==> config.mk <==
export PLATFORM = sky130hd
export DESIGN_NAME = pmic_event_flag_unit
export DESIGN_NICKNAME = d
export VERILOG_FILES = /design/src/event_flag_pkg.sv /design/src/pmic_event_flag_unit.sv
export SDC_FILE = /design/constraint.sdc
export NUM_CORES = 1
export LEC_CHECK = 0
export BUFFER_PORTS_ARGS = -buffer_cell sky130_fd_sc_hd__buf_2
export CAP_MARGIN = 20
export CORE_ASPECT_RATIO = 0.8
export CORE_MARGIN = 2
export CORE_UTILIZATION = 46
export DETAILED_ROUTE_END_ITERATION = 8
export PLACE_DENSITY = 0.77
export SLEW_MARGIN = 0
export SYNTH_ARGS = -nofsm -noshare
export SYNTH_HDL_FRONTEND = slang
export SYNTH_SLANG_ARGS = --single-unit
==> constraint.sdc <==
create_clock -name ref_clk -period 1.5 [get_ports ref_clk]
set_input_delay 0.3 -clock ref_clk [delete_from_list [all_inputs] [get_ports ref_clk]]
set_output_delay 0.3 -clock ref_clk [all_outputs]
set_load 0.05 [all_outputs]
==> src/event_flag_pkg.sv <==
// How it works
// RULE1: error flag bit 7 sets on any rail power error or critical heat.
// RULE2: shutdown flag bit 3 sets whenever the device performs a shutdown.
// RULE3: shutdown flag cannot clear while any shutdown cause bit remains set.
// RULE4: hot flag bit 0 sets when die temperature rises over hot threshold.
// RULE5: flags are sticky; writing 1 clears, writing 0 leaves unchanged.
// RULE6: mask resets to all ones; bits 7, 3, 0 gate flags, 1 masks.
// RULE7: status bit 0 is live hot-temperature state, read only.
// RULE8: cause bits set only by device, held until host writes 1 to clear.
// RULE9: low supply power-off sets cause bit 2 and the shutdown flag.
// RULE10: unmasked rail error shutdown sets cause bit 1 and the shutdown flag.
// RULE11: critical temperature shutdown sets cause bit 0 and the shutdown flag.
// RULE12: cold power-off cause bit 3 is kept at zero.
// RULE13: flag, status and cause registers reset to all zeros.
// RULE14: active-low interrupt output asserts while any unmasked flag is set.
// RULE15: reserved bits ignore writes, read reset value: 0, or 1 in mask.
package event_flag_pkg;

  localparam logic [7:0] interrupt_flags_addr = 8'h02;
  localparam logic [7:0] interrupt_mask_addr  = 8'h03;
  localparam logic [7:0] die_status_addr      = 8'h04;
  localparam logic [7:0] shutdown_cause_addr  = 8'h05;

  localparam logic [7:0] flags_reset  = 8'h00;
  localparam logic [7:0] mask_reset   = 8'hff;
  localparam logic [7:0] status_reset = 8'h00;
  localparam logic [7:0] cause_reset  = 8'h00;

  localparam int rail_event_bit = 7;
  localparam int power_off_bit  = 3;
  localparam int hot_die_bit    = 0;
  localparam int hot_status_bit = 0;
  localparam int cold_cause_bit = 3;
  localparam int low_cause_bit  = 2;
  localparam int rail_cause_bit = 1;
  localparam int heat_cause_bit = 0;

  // writable bit sets; everything else is reserved
  localparam logic [7:0] flags_used = 8'h89;
  localparam logic [7:0] mask_used  = 8'h89;
  localparam logic [7:0] cause_used = 8'h07;

  typedef struct packed {
    logic rail_error;
    logic critical_temp;
    logic hot_temp;
    logic low_supply_off;
    logic rail_error_off;
    logic overheat_off;
  } event_in_s;

  typedef struct packed {
    logic       wr_en;
    logic       rd_en;
    logic [7:0] addr;
    logic [7:0] wdata;
  } reg_req_s;

endpackage : event_flag_pkg

==> src/pmic_event_flag_unit.sv <==
`timescale 1ns/1ps
module pmic_event_flag_unit (
  input  wire logic                     ref_clk,
  input  wire logic                     reset,
  input  wire event_flag_pkg::reg_req_s req,
  input  wire event_flag_pkg::event_in_s events,
  output      logic [7:0]               rdata,
  output      logic                     irq_n
);

  ////////////////////////////////////////////////////////////////////////
  // decoded register access
  logic       flags_wr;
  logic       mask_wr;
  logic       cause_wr;
  logic       rd_req;
  logic [7:0] rd_addr;
  logic [7:0] wr_bits;

  ////////////////////////////////////////////////////////////////////////
  // event side
  logic       hot_prev_r;
  logic       hot_prev_nxt;
  logic       hot_rise;
  logic       rail_event;
  logic       off_event;
  logic [7:0] flag_set;
  logic [7:0] cause_set;

  ////////////////////////////////////////////////////////////////////////
  // register state, gathered from the per-bit cells
  logic [7:0] flag_clr_raw;
  logic [7:0] flag_clr;
  logic [7:0] cause_clr;
  logic       cause_left;
  logic [7:0] flag_bits;
  logic [7:0] flag_bits_nxt;
  logic [7:0] mask_bits;
  logic [7:0] mask_bits_nxt;
  logic [7:0] cause_bits;
  logic [7:0] status_bits;
  logic [7:0] irq_pending;
  logic [7:0] rdata_r;
  logic [7:0] rdata_nxt;
  logic       irq_n_r;
  logic       irq_n_nxt;

  ////////////////////////////////////////////////////////////////////////
  // write decode: one address per cycle, so at most one register is hit
  always_comb begin
    flags_wr = req.wr_en
               && (req.addr == event_flag_pkg::interrupt_flags_addr);
    mask_wr  = req.wr_en
               && (req.addr == event_flag_pkg::interrupt_mask_addr);
    cause_wr = req.wr_en
               && (req.addr == event_flag_pkg::shutdown_cause_addr);
    wr_bits  = req.wdata;
  end

  ////////////////////////////////////////////////////////////////////////
  // read decode
  always_comb begin
    rd_req  = req.rd_en;
    rd_addr = req.addr;
  end

  ////////////////////////////////////////////////////////////////////////
  // hot threshold edge detector; resets to the cool idle level
  // so a die already hot when reset ends shows a rising edge on the first clock
  always_comb begin
    hot_prev_nxt = events.hot_temp;
    hot_rise     = events.hot_temp & ~hot_prev_r; // RULE4
  end

  always_ff @(posedge ref_clk or posedge reset) begin
    if (reset) begin
      hot_prev_r <= 1'b0;
    end else begin
      hot_prev_r <= hot_prev_nxt;
    end
  end

  ////////////////////////////////////////////////////////////////////////
  // rail error summary: a level input re-sets the flag every cycle high
  always_comb begin
    rail_event = events.rail_error | events.critical_temp; // RULE1
  end

  ////////////////////////////////////////////////////////////////////////
  // cause set requests
  // off-cause pulses arrive already qualified by the rail mask upstream
  always_comb begin
    cause_set = 8'h00;
    cause_set[event_flag_pkg::low_cause_bit] =
      events.low_supply_off; // RULE9
    cause_set[event_flag_pkg::rail_cause_bit] =
      events.rail_error_off; // RULE10
    cause_set[event_flag_pkg::heat_cause_bit] =
      events.overheat_off; // RULE11
    off_event = |cause_set;
  end

  ////////////////////////////////////////////////////////////////////////
  // flag set requests
  always_comb begin
    flag_set = 8'h00;
    flag_set[event_flag_pkg::rail_event_bit] =
      rail_event; // RULE1
    flag_set[event_flag_pkg::power_off_bit] =
      off_event; // RULE2
    flag_set[event_flag_pkg::hot_die_bit] =
      hot_rise; // RULE4
  end

  ////////////////////////////////////////////////////////////////////////
  // host clear requests: one clears a bit, zero leaves it alone
  always_comb begin
    flag_clr_raw = 8'h00;
    cause_clr    = 8'h00;
    if (cause_wr) begin
      cause_clr = wr_bits & event_flag_pkg::cause_used; // RULE8
    end
    if (flags_wr) begin
      flag_clr_raw = wr_bits & event_flag_pkg::flags_used; // RULE5
    end
  end

  ////////////////////////////////////////////////////////////////////////
  // shutdown flag guard: causes left latched after this edge pin the flag
  // the host must clear the causes in an earlier write than the flag
  always_comb begin
    cause_left = (cause_bits & ~cause_clr) != 8'h00;
    flag_clr   = flag_clr_raw;
    if (cause_left) begin
      flag_clr[event_flag_pkg::power_off_bit] = 1'b0; // RULE3
    end
  end

  ////////////////////////////////////////////////////////////////////////
  // interrupt flags: one sticky cell per implemented bit
  for (genvar i = 0; i < 8; i++) begin : g_flag
    if (event_flag_pkg::flags_used[i]) begin : g_used
      logic cell_r;
      logic cell_nxt;

      // a set in the same cycle as a clear wins, so no event is lost
      always_comb begin
        cell_nxt = (cell_r & ~flag_clr[i]) | flag_set[i]; // RULE5
      end

      always_ff @(posedge ref_clk or posedge reset) begin
        if (reset) begin
          cell_r <= event_flag_pkg::flags_reset[i]; // RULE13
        end else begin
          cell_r <= cell_nxt;
        end
      end

      assign flag_bits[i]     = cell_r;
      assign flag_bits_nxt[i] = cell_nxt;
    end else begin : g_rsvd
      // reserved: a constant, so writes have nothing to land in
      assign flag_bits[i]     = event_flag_pkg::flags_reset[i]; // RULE15
      assign flag_bits_nxt[i] = event_flag_pkg::flags_reset[i];
    end
  end

  ////////////////////////////////////////////////////////////////////////
  // interrupt mask: 1 masks, reserved bits read back as masked
  for (genvar i = 0; i < 8; i++) begin : g_mask
    if (event_flag_pkg::mask_used[i]) begin : g_used
      logic cell_r;
      logic cell_nxt;

      always_comb begin
        cell_nxt = cell_r;
        if (mask_wr) begin
          cell_nxt = wr_bits[i];
        end
      end

      // starts masked so nothing interrupts before software is ready
      always_ff @(posedge ref_clk or posedge reset) begin
        if (reset) begin
          cell_r <= event_flag_pkg::mask_reset[i]; // RULE6
        end else begin
          cell_r <= cell_nxt;
        end
      end

      assign mask_bits[i]     = cell_r;
      assign mask_bits_nxt[i] = cell_nxt;
    end else begin : g_rsvd
      // reserved: a constant, so writes have nothing to land in
      assign mask_bits[i]     = event_flag_pkg::mask_reset[i]; // RULE15
      assign mask_bits_nxt[i] = event_flag_pkg::mask_reset[i];
    end
  end

  ////////////////////////////////////////////////////////////////////////
  // shutdown causes: set by the device only, held until written with one
  // the cold power-off cause has no trigger here and stays at zero
  for (genvar i = 0; i < 8; i++) begin : g_cause
    if (event_flag_pkg::cause_used[i]) begin : g_used
      logic cell_r;
      logic cell_nxt;

      always_comb begin
        cell_nxt = (cell_r & ~cause_clr[i]) | cause_set[i]; // RULE8
      end

      always_ff @(posedge ref_clk or posedge reset) begin
        if (reset) begin
          cell_r <= event_flag_pkg::cause_reset[i]; // RULE13
        end else begin
          cell_r <= cell_nxt;
        end
      end

      assign cause_bits[i] = cell_r;
    end else begin : g_rsvd
      // reserved and cold cause: constant, writes are ignored
      assign cause_bits[i] = event_flag_pkg::cause_reset[i]; // RULE12 RULE15
    end
  end

  ////////////////////////////////////////////////////////////////////////
  // live status: registered so the read path only sees flops
  for (genvar i = 0; i < 8; i++) begin : g_status
    if (i == event_flag_pkg::hot_status_bit) begin : g_live
      logic cell_r;
      logic cell_nxt;

      always_comb begin
        cell_nxt = events.hot_temp; // RULE7
      end

      always_ff @(posedge ref_clk or posedge reset) begin
        if (reset) begin
          cell_r <= event_flag_pkg::status_reset[i]; // RULE13
        end else begin
          cell_r <= cell_nxt;
        end
      end

      assign status_bits[i] = cell_r;
    end else begin : g_rsvd
      assign status_bits[i] = event_flag_pkg::status_reset[i]; // RULE15
    end
  end

  ////////////////////////////////////////////////////////////////////////
  // read data: captured on the read strobe, held until the next read
  always_comb begin
    rdata_nxt = rdata_r;
    if (rd_req) begin
      case (rd_addr)
        event_flag_pkg::interrupt_flags_addr: begin
          rdata_nxt = flag_bits;
        end
        event_flag_pkg::interrupt_mask_addr: begin
          rdata_nxt = mask_bits;
        end
        event_flag_pkg::die_status_addr: begin
          rdata_nxt = status_bits;
        end
        event_flag_pkg::shutdown_cause_addr: begin
          rdata_nxt = cause_bits;
        end
        default: begin
          rdata_nxt = 8'h00; // RULE15
        end
      endcase
    end
  end

  always_ff @(posedge ref_clk or posedge reset) begin
    if (reset) begin
      rdata_r <= 8'h00;
    end else begin
      rdata_r <= rdata_nxt;
    end
  end

  ////////////////////////////////////////////////////////////////////////
  // interrupt line: built from the next flags and mask, so it changes
  // on the same edge as the registers it reflects
  always_comb begin
    irq_pending = flag_bits_nxt & ~mask_bits_nxt; // RULE6
    irq_n_nxt   = ~|irq_pending; // RULE14
  end

  always_ff @(posedge ref_clk or posedge reset) begin
    if (reset) begin
      irq_n_r <= 1'b1;
    end else begin
      irq_n_r <= irq_n_nxt;
    end
  end

  ////////////////////////////////////////////////////////////////////////
  // outputs
  assign rdata = rdata_r;
  assign irq_n = irq_n_r;

endmodule : pmic_event_flag_unit

# Yosys cells after proc, flatten, opt, wreduce, memory -nomap -nowiden
# Index checks and enable logic that the tools add are counted.
# Widths: inputs -> output; s select.
[word_totals]
ff_bits = 19
inputBits = 26
output_inout_bits = 9
[classes]
n_eq_ne = 4
mux = 7
n_bitwise = 25
n_reduce_logical = 7
[ops]
columns = ["operator", "n"]
rows = [
  ["$pmux 8 s4", 1],
  ["$eq 8x2->1 const B", 2],
  ["$eq 8x3->1 const B", 2],
  ["$and 3x8->8", 1],
  ["$and 8x8->8", 1],
  ["$mux 8", 1],
  ["$not 3->8", 1],
  ["$not 8->8", 1],
  ["$reduce_bool 8->1", 1],
  ["$reduce_or 8->1", 1],
  ["$and 1x1->1", 7],
  ["$not 1->1", 7],
  ["$or 1x1->1", 7],
  ["$mux 1", 4],
  ["$logic_and 1x1->1", 3],
  ["$mux 3", 1],
  ["$reduce_or 3->1", 1],
  ["$logic_not 1->1", 1],
]

# Longest topological paths before layout
[logic_depth]
depth_word = 13
depth_mapped = 7

# Worst setup path after synthesis
# No wires, ideal clock.
[synth_path]
path_type = "input to register"
start = "input port req[13] in the netlist's numbering"
end = "register irq_n_r, in the netlist irq_n"
setup_time_ns = 0.088
arrival_time_ns = 1.460
required_ns = 1.412
slack_ns = -0.048
stages = 5
cell_sequence = "nor4_4 > and2b_4 > nand4_1 > a211o_1 > a221oi_2"
[synth_rtl]
columns = ["item", "line", "source"]
rows = [
  ["from (decl)", "pmic_event_flag_unit.sv:5", "input wire event_flag_pkg::reg_req_s req,"],
  ["$eq 8x2->1", "pmic_event_flag_unit.sv:52", "&& (req.addr == event_flag_pkg::interrupt_flags_addr);"],
  ["$logic_and 1x1->1", "pmic_event_flag_unit.sv:52", ""],
  ["$mux 8", "pmic_event_flag_unit.sv:123", "if (flags_wr) begin"],
  ["$not 1->1", "pmic_event_flag_unit.sv:148", "cell_nxt = (cell_r & ~flag_clr[i]) | flag_set[i];"],
  ["$and 1x1->1", "pmic_event_flag_unit.sv:148", ""],
  ["$or 1x1->1", "pmic_event_flag_unit.sv:148", ""],
  ["via g_flag[7].g_used.cell_nxt", "pmic_event_flag_unit.sv:144", "logic cell_nxt;"],
  ["$and 8x8->8", "pmic_event_flag_unit.sv:289", "irq_pending = flag_bits_nxt & ~mask_bits_nxt;"],
  ["$reduce_or 8->1", "pmic_event_flag_unit.sv:290", "irq_n_nxt = ~|irq_pending;"],
  ["$logic_not 1->1", "pmic_event_flag_unit.sv:290", ""],
  ["via irq_n_nxt", "pmic_event_flag_unit.sv:46", "logic irq_n_nxt;"],
  ["to (signal assigned)", "pmic_event_flag_unit.sv:297", "irq_n_r <= irq_n_nxt;"],
  ["to (decl)", "pmic_event_flag_unit.sv:45", "logic irq_n_r;"],
]
# The timed path passes the listed nets, and every way through them passes these cells.
# A chain may end at the register's enable or synchronous reset.

# Worst setup path after layout
[layout_path]
start = "input port req[14] in the netlist's numbering"
end = "register irq_n_r, in the netlist irq_n"
[layout_via]
elab_chain_cells = 13
[layout_lines]
columns = ["item", "line", "source"]
rows = [
  ["$eq 8x3->1", "pmic_event_flag_unit.sv:56", "&& (req.addr == event_flag_pkg::shutdown_cause_addr);"],
  ["$logic_and 1x1->1", "pmic_event_flag_unit.sv:56", ""],
  ["$mux 3", "pmic_event_flag_unit.sv:120", "if (cause_wr) begin"],
  ["$not 3->8", "pmic_event_flag_unit.sv:132", "cause_left = (cause_bits & ~cause_clr) != 8'h00;"],
  ["$and 3x8->8", "pmic_event_flag_unit.sv:132", ""],
  ["$reduce_bool 8->1", "pmic_event_flag_unit.sv:132", ""],
  ["$mux 1", "pmic_event_flag_unit.sv:134", "if (cause_left) begin"],
  ["$not 1->1", "pmic_event_flag_unit.sv:148", ""],
  ["$and 1x1->1", "pmic_event_flag_unit.sv:148", ""],
  ["$or 1x1->1", "pmic_event_flag_unit.sv:148", ""],
  ["$and 8x8->8 (*)", "pmic_event_flag_unit.sv:289", ""],
  ["$reduce_or 8->1 (*)", "pmic_event_flag_unit.sv:290", ""],
  ["$logic_not 1->1 (*)", "pmic_event_flag_unit.sv:290", ""],
  ["via irq_n_nxt", "pmic_event_flag_unit.sv:46", ""],
]
# Mark *: on every way through the listed nets, which the timed path passes. The rest lies on a longest branch.

==> results.ini <==
[die]
num_io_pins=35
initial_core_util_pct=47.5
design.core.area_mm2=0.00184
fp.dieH_um=43.0
die-area_mm2=0.00227
rows=14
chipWidth_um=52.7

[grt]
grt_pass1_vias=750
antenna_found_initial=0
gr-total-overflow=0
grt_max_degree=18
grt_pass1_wl_mm=3.31
grtUsageTotal_pct=20.2

[logic_synthesis]
synth_top_area_share_pct=37.2
syn_avg_cell_area_um2=10.7
yosys.area.top_type=dfrtp_1
synth_area_leaders=dfrtp_1 37%, dfstp_2 12%, inv_1 5.6%
yosys_warnings=0
yosys-top-cells-count=13 x dfrtp_1, 13 x inv_1, 5 x o22ai_1
ys_ff_latch=17
netlist-cell-type-count=33
synth_edf_count=0
ys_seq_area_share_pct=49.3
synthesis.area_um2=873
async_flop_share_pct=100
syn_nets=108
syn_inst=82
synth_ff_type=dfrtp_1

[detailed_routing]
via_per_inst=5.09
detail_route.wl_per_cell_um=13.0
drtPass1Iterations=4
drt-total-wl_mm=1.94
drc=0
drt_iter0_markers=12
antenna_left=0
via_count=758

[timing]
drv_slew=0
hold_violations=0
slew_headroom_pct=77.1
fin_crit_sh_pct=97.1
fmax_mhz=686
fin_skew_ns=0.00359
setup_viol=0
post-route-min-period_ns=1.46
rsz0062_at_grt=yes
tightest_slew_ns=0.339

[place]
place_area_mm2=0.00113
place_congestion=0.761
port_buffers=31
dp_hpwl_mm=1.58

[critical_path]
start_kind=primary input
required_ns=1.70
path_cells=buf_2, nor4_4, a31oi_1, o41ai_2, a21oi_2, a221oi_2
critPathTopFamily=compound AO/OA/AOI/OAI gates
arrival_ns=1.65
cp_max_fo=4
critPathSlowestCell=o41ai_2
end_kind=flip-flop
max_stage_delay_ns=0.44
cp_num_buf_inv=1
worstSetupPathType=primary input to flip-flop

[cells_and_area]
seq_area_um2=430
area_growth_pct=34.2
antenna-diode-count=0
multiInputGateArea_um2=382
fin_util_pct=63.7
nNetsFinal=152
drive_above_1_share_pct=48.0
final_cell_area_mm2=0.00117
num-fill-cells=180

[clock_tree]
cts_tree=built
cts.sinks=17
cts_buffer_depth=2
clk_latency_ns=0.28
numCtsBuffers=3
cts.htree.levels=1
clk_pin_slew_ns=0.09
root_buffer=clkbuf_4

[power]
p_per_area_mw_per_mm2=708
leakage_nw=0.592
ir_worst_vdd_v=0.000440

[min_path]
hold_class=primary input to flip-flop

[job]
cap_viol_max_count=0

[outcome]
outcome=complete, no violations

[path summary, 6_finish.rpt]
path                                          startpoint  slack (ns)  depth (start not counted)                         to
min in group asynchronous                          reset        0.54                          4                   rdata[3]
worst max register to register  g_cause[2].g_used.cell_r        0.16                          5                      irq_n
worst min register to register  g_cause[1].g_used.cell_r        0.51                          1   g_cause[1].g_used.cell_r
worst min-delay path                           events[3]        0.13                          1  g_status[0].g_live.cell_r
worst max-delay path                             req[14]        0.04                          6                      irq_n
max in group asynchronous                          reset        0.70                          4    g_mask[3].g_used.cell_r
[cell usage in the layout, fill, tap and decap left out, types with 3 or more instances in the layout]
cell      Yosys  layout
a31oi_1       3       3
clkbuf_4      0       3
a21oi_1       4       3
inv_1        13      13
buf_2         1      31
dfstp_2       4       4
nand4_1       4       4
dfrtp_1      13      13
o22ai_1       5       5
mux2i_1       4       4
buf_4         2      12
[state kept, by name, indices dropped and copies added (netlist names)]
signal	cells
g_cause.g_used.cell_r	3
g_flag.g_used.cell_r	3
g_mask.g_used.cell_r	3
g_status.g_live.cell_r	1
irq_n	1
rdata	6
[where the power goes]
part / switching (W) / total [W] / internal, W
sequential: 0.00000332 / 0.000471 / 0.000467
combinational: 0.0000637 / 0.000124 / 0.0000601
clock: 0.000133 / 0.000236 / 0.000103
[kinds of logic (layout without fill, tap and decap cells)]
group,after synthesis,after routing,share of synthesized area (%)
AOI/OAI and AO/OA,20,20,15.9
xor gates and xnor gates,1,1,1.00
buffers and inverters,18,61,8.88
DFF,17,17,49.3
muxes,5,5,5.87
and+or+nand+nor,21,21,19.1
[cell type report]
class / instances / share of cell area, %
Sequential cell: 17 / 36.7
Timing Repair Buffer: 44 / 21.8
Multi-Input combinational cell: 47 / 32.6
Clock buffer: 4 / 2.24
Tap cell: 24 / 2.56
Inverter: 13 / 4.16
[what timing repair did]
action	CTS	global route
endpoints found under the hold margin	9	0
gates resized for setup	0	1
buffers inserted	0	0
hold buffers	1	0
endpoints found under the setup margin	0	1
[through the flow]
| step | setup TNS (ns) | std cells | worst slack [ns] | total power [W] | hold slack, ns |
|---|---|---|---|---|---|
| after global routing | -0.0334 | 149 | -0.0334 | 0.000879 | 0.119 |
| final | 0 | 149 | 0.0433 | 0.000831 | 0.135 |
| after global placement | -0.200 | 144 | -0.186 | 0.000598 | 0.312 |
| after detailed placement | -0.364 | 144 | -0.262 | 0.000601 | 0.319 |
| after floorplan | -0.0250 | 82 | -0.0250 | 0.000530 | 0.223 |
| after CTS | 0 | 149 | 0.0416 | 0.000845 | 0.124 |
[layer usage]
layer	vias up	global-route usage, %	wire, um
met5	-	0	0
met4	0	1.54	0
met3	0	7.39	117
met2	25	33.8	923
met1	354	26.1	897
li1	379	-	-
Note: power is estimated with default switching activity, not from simulation.
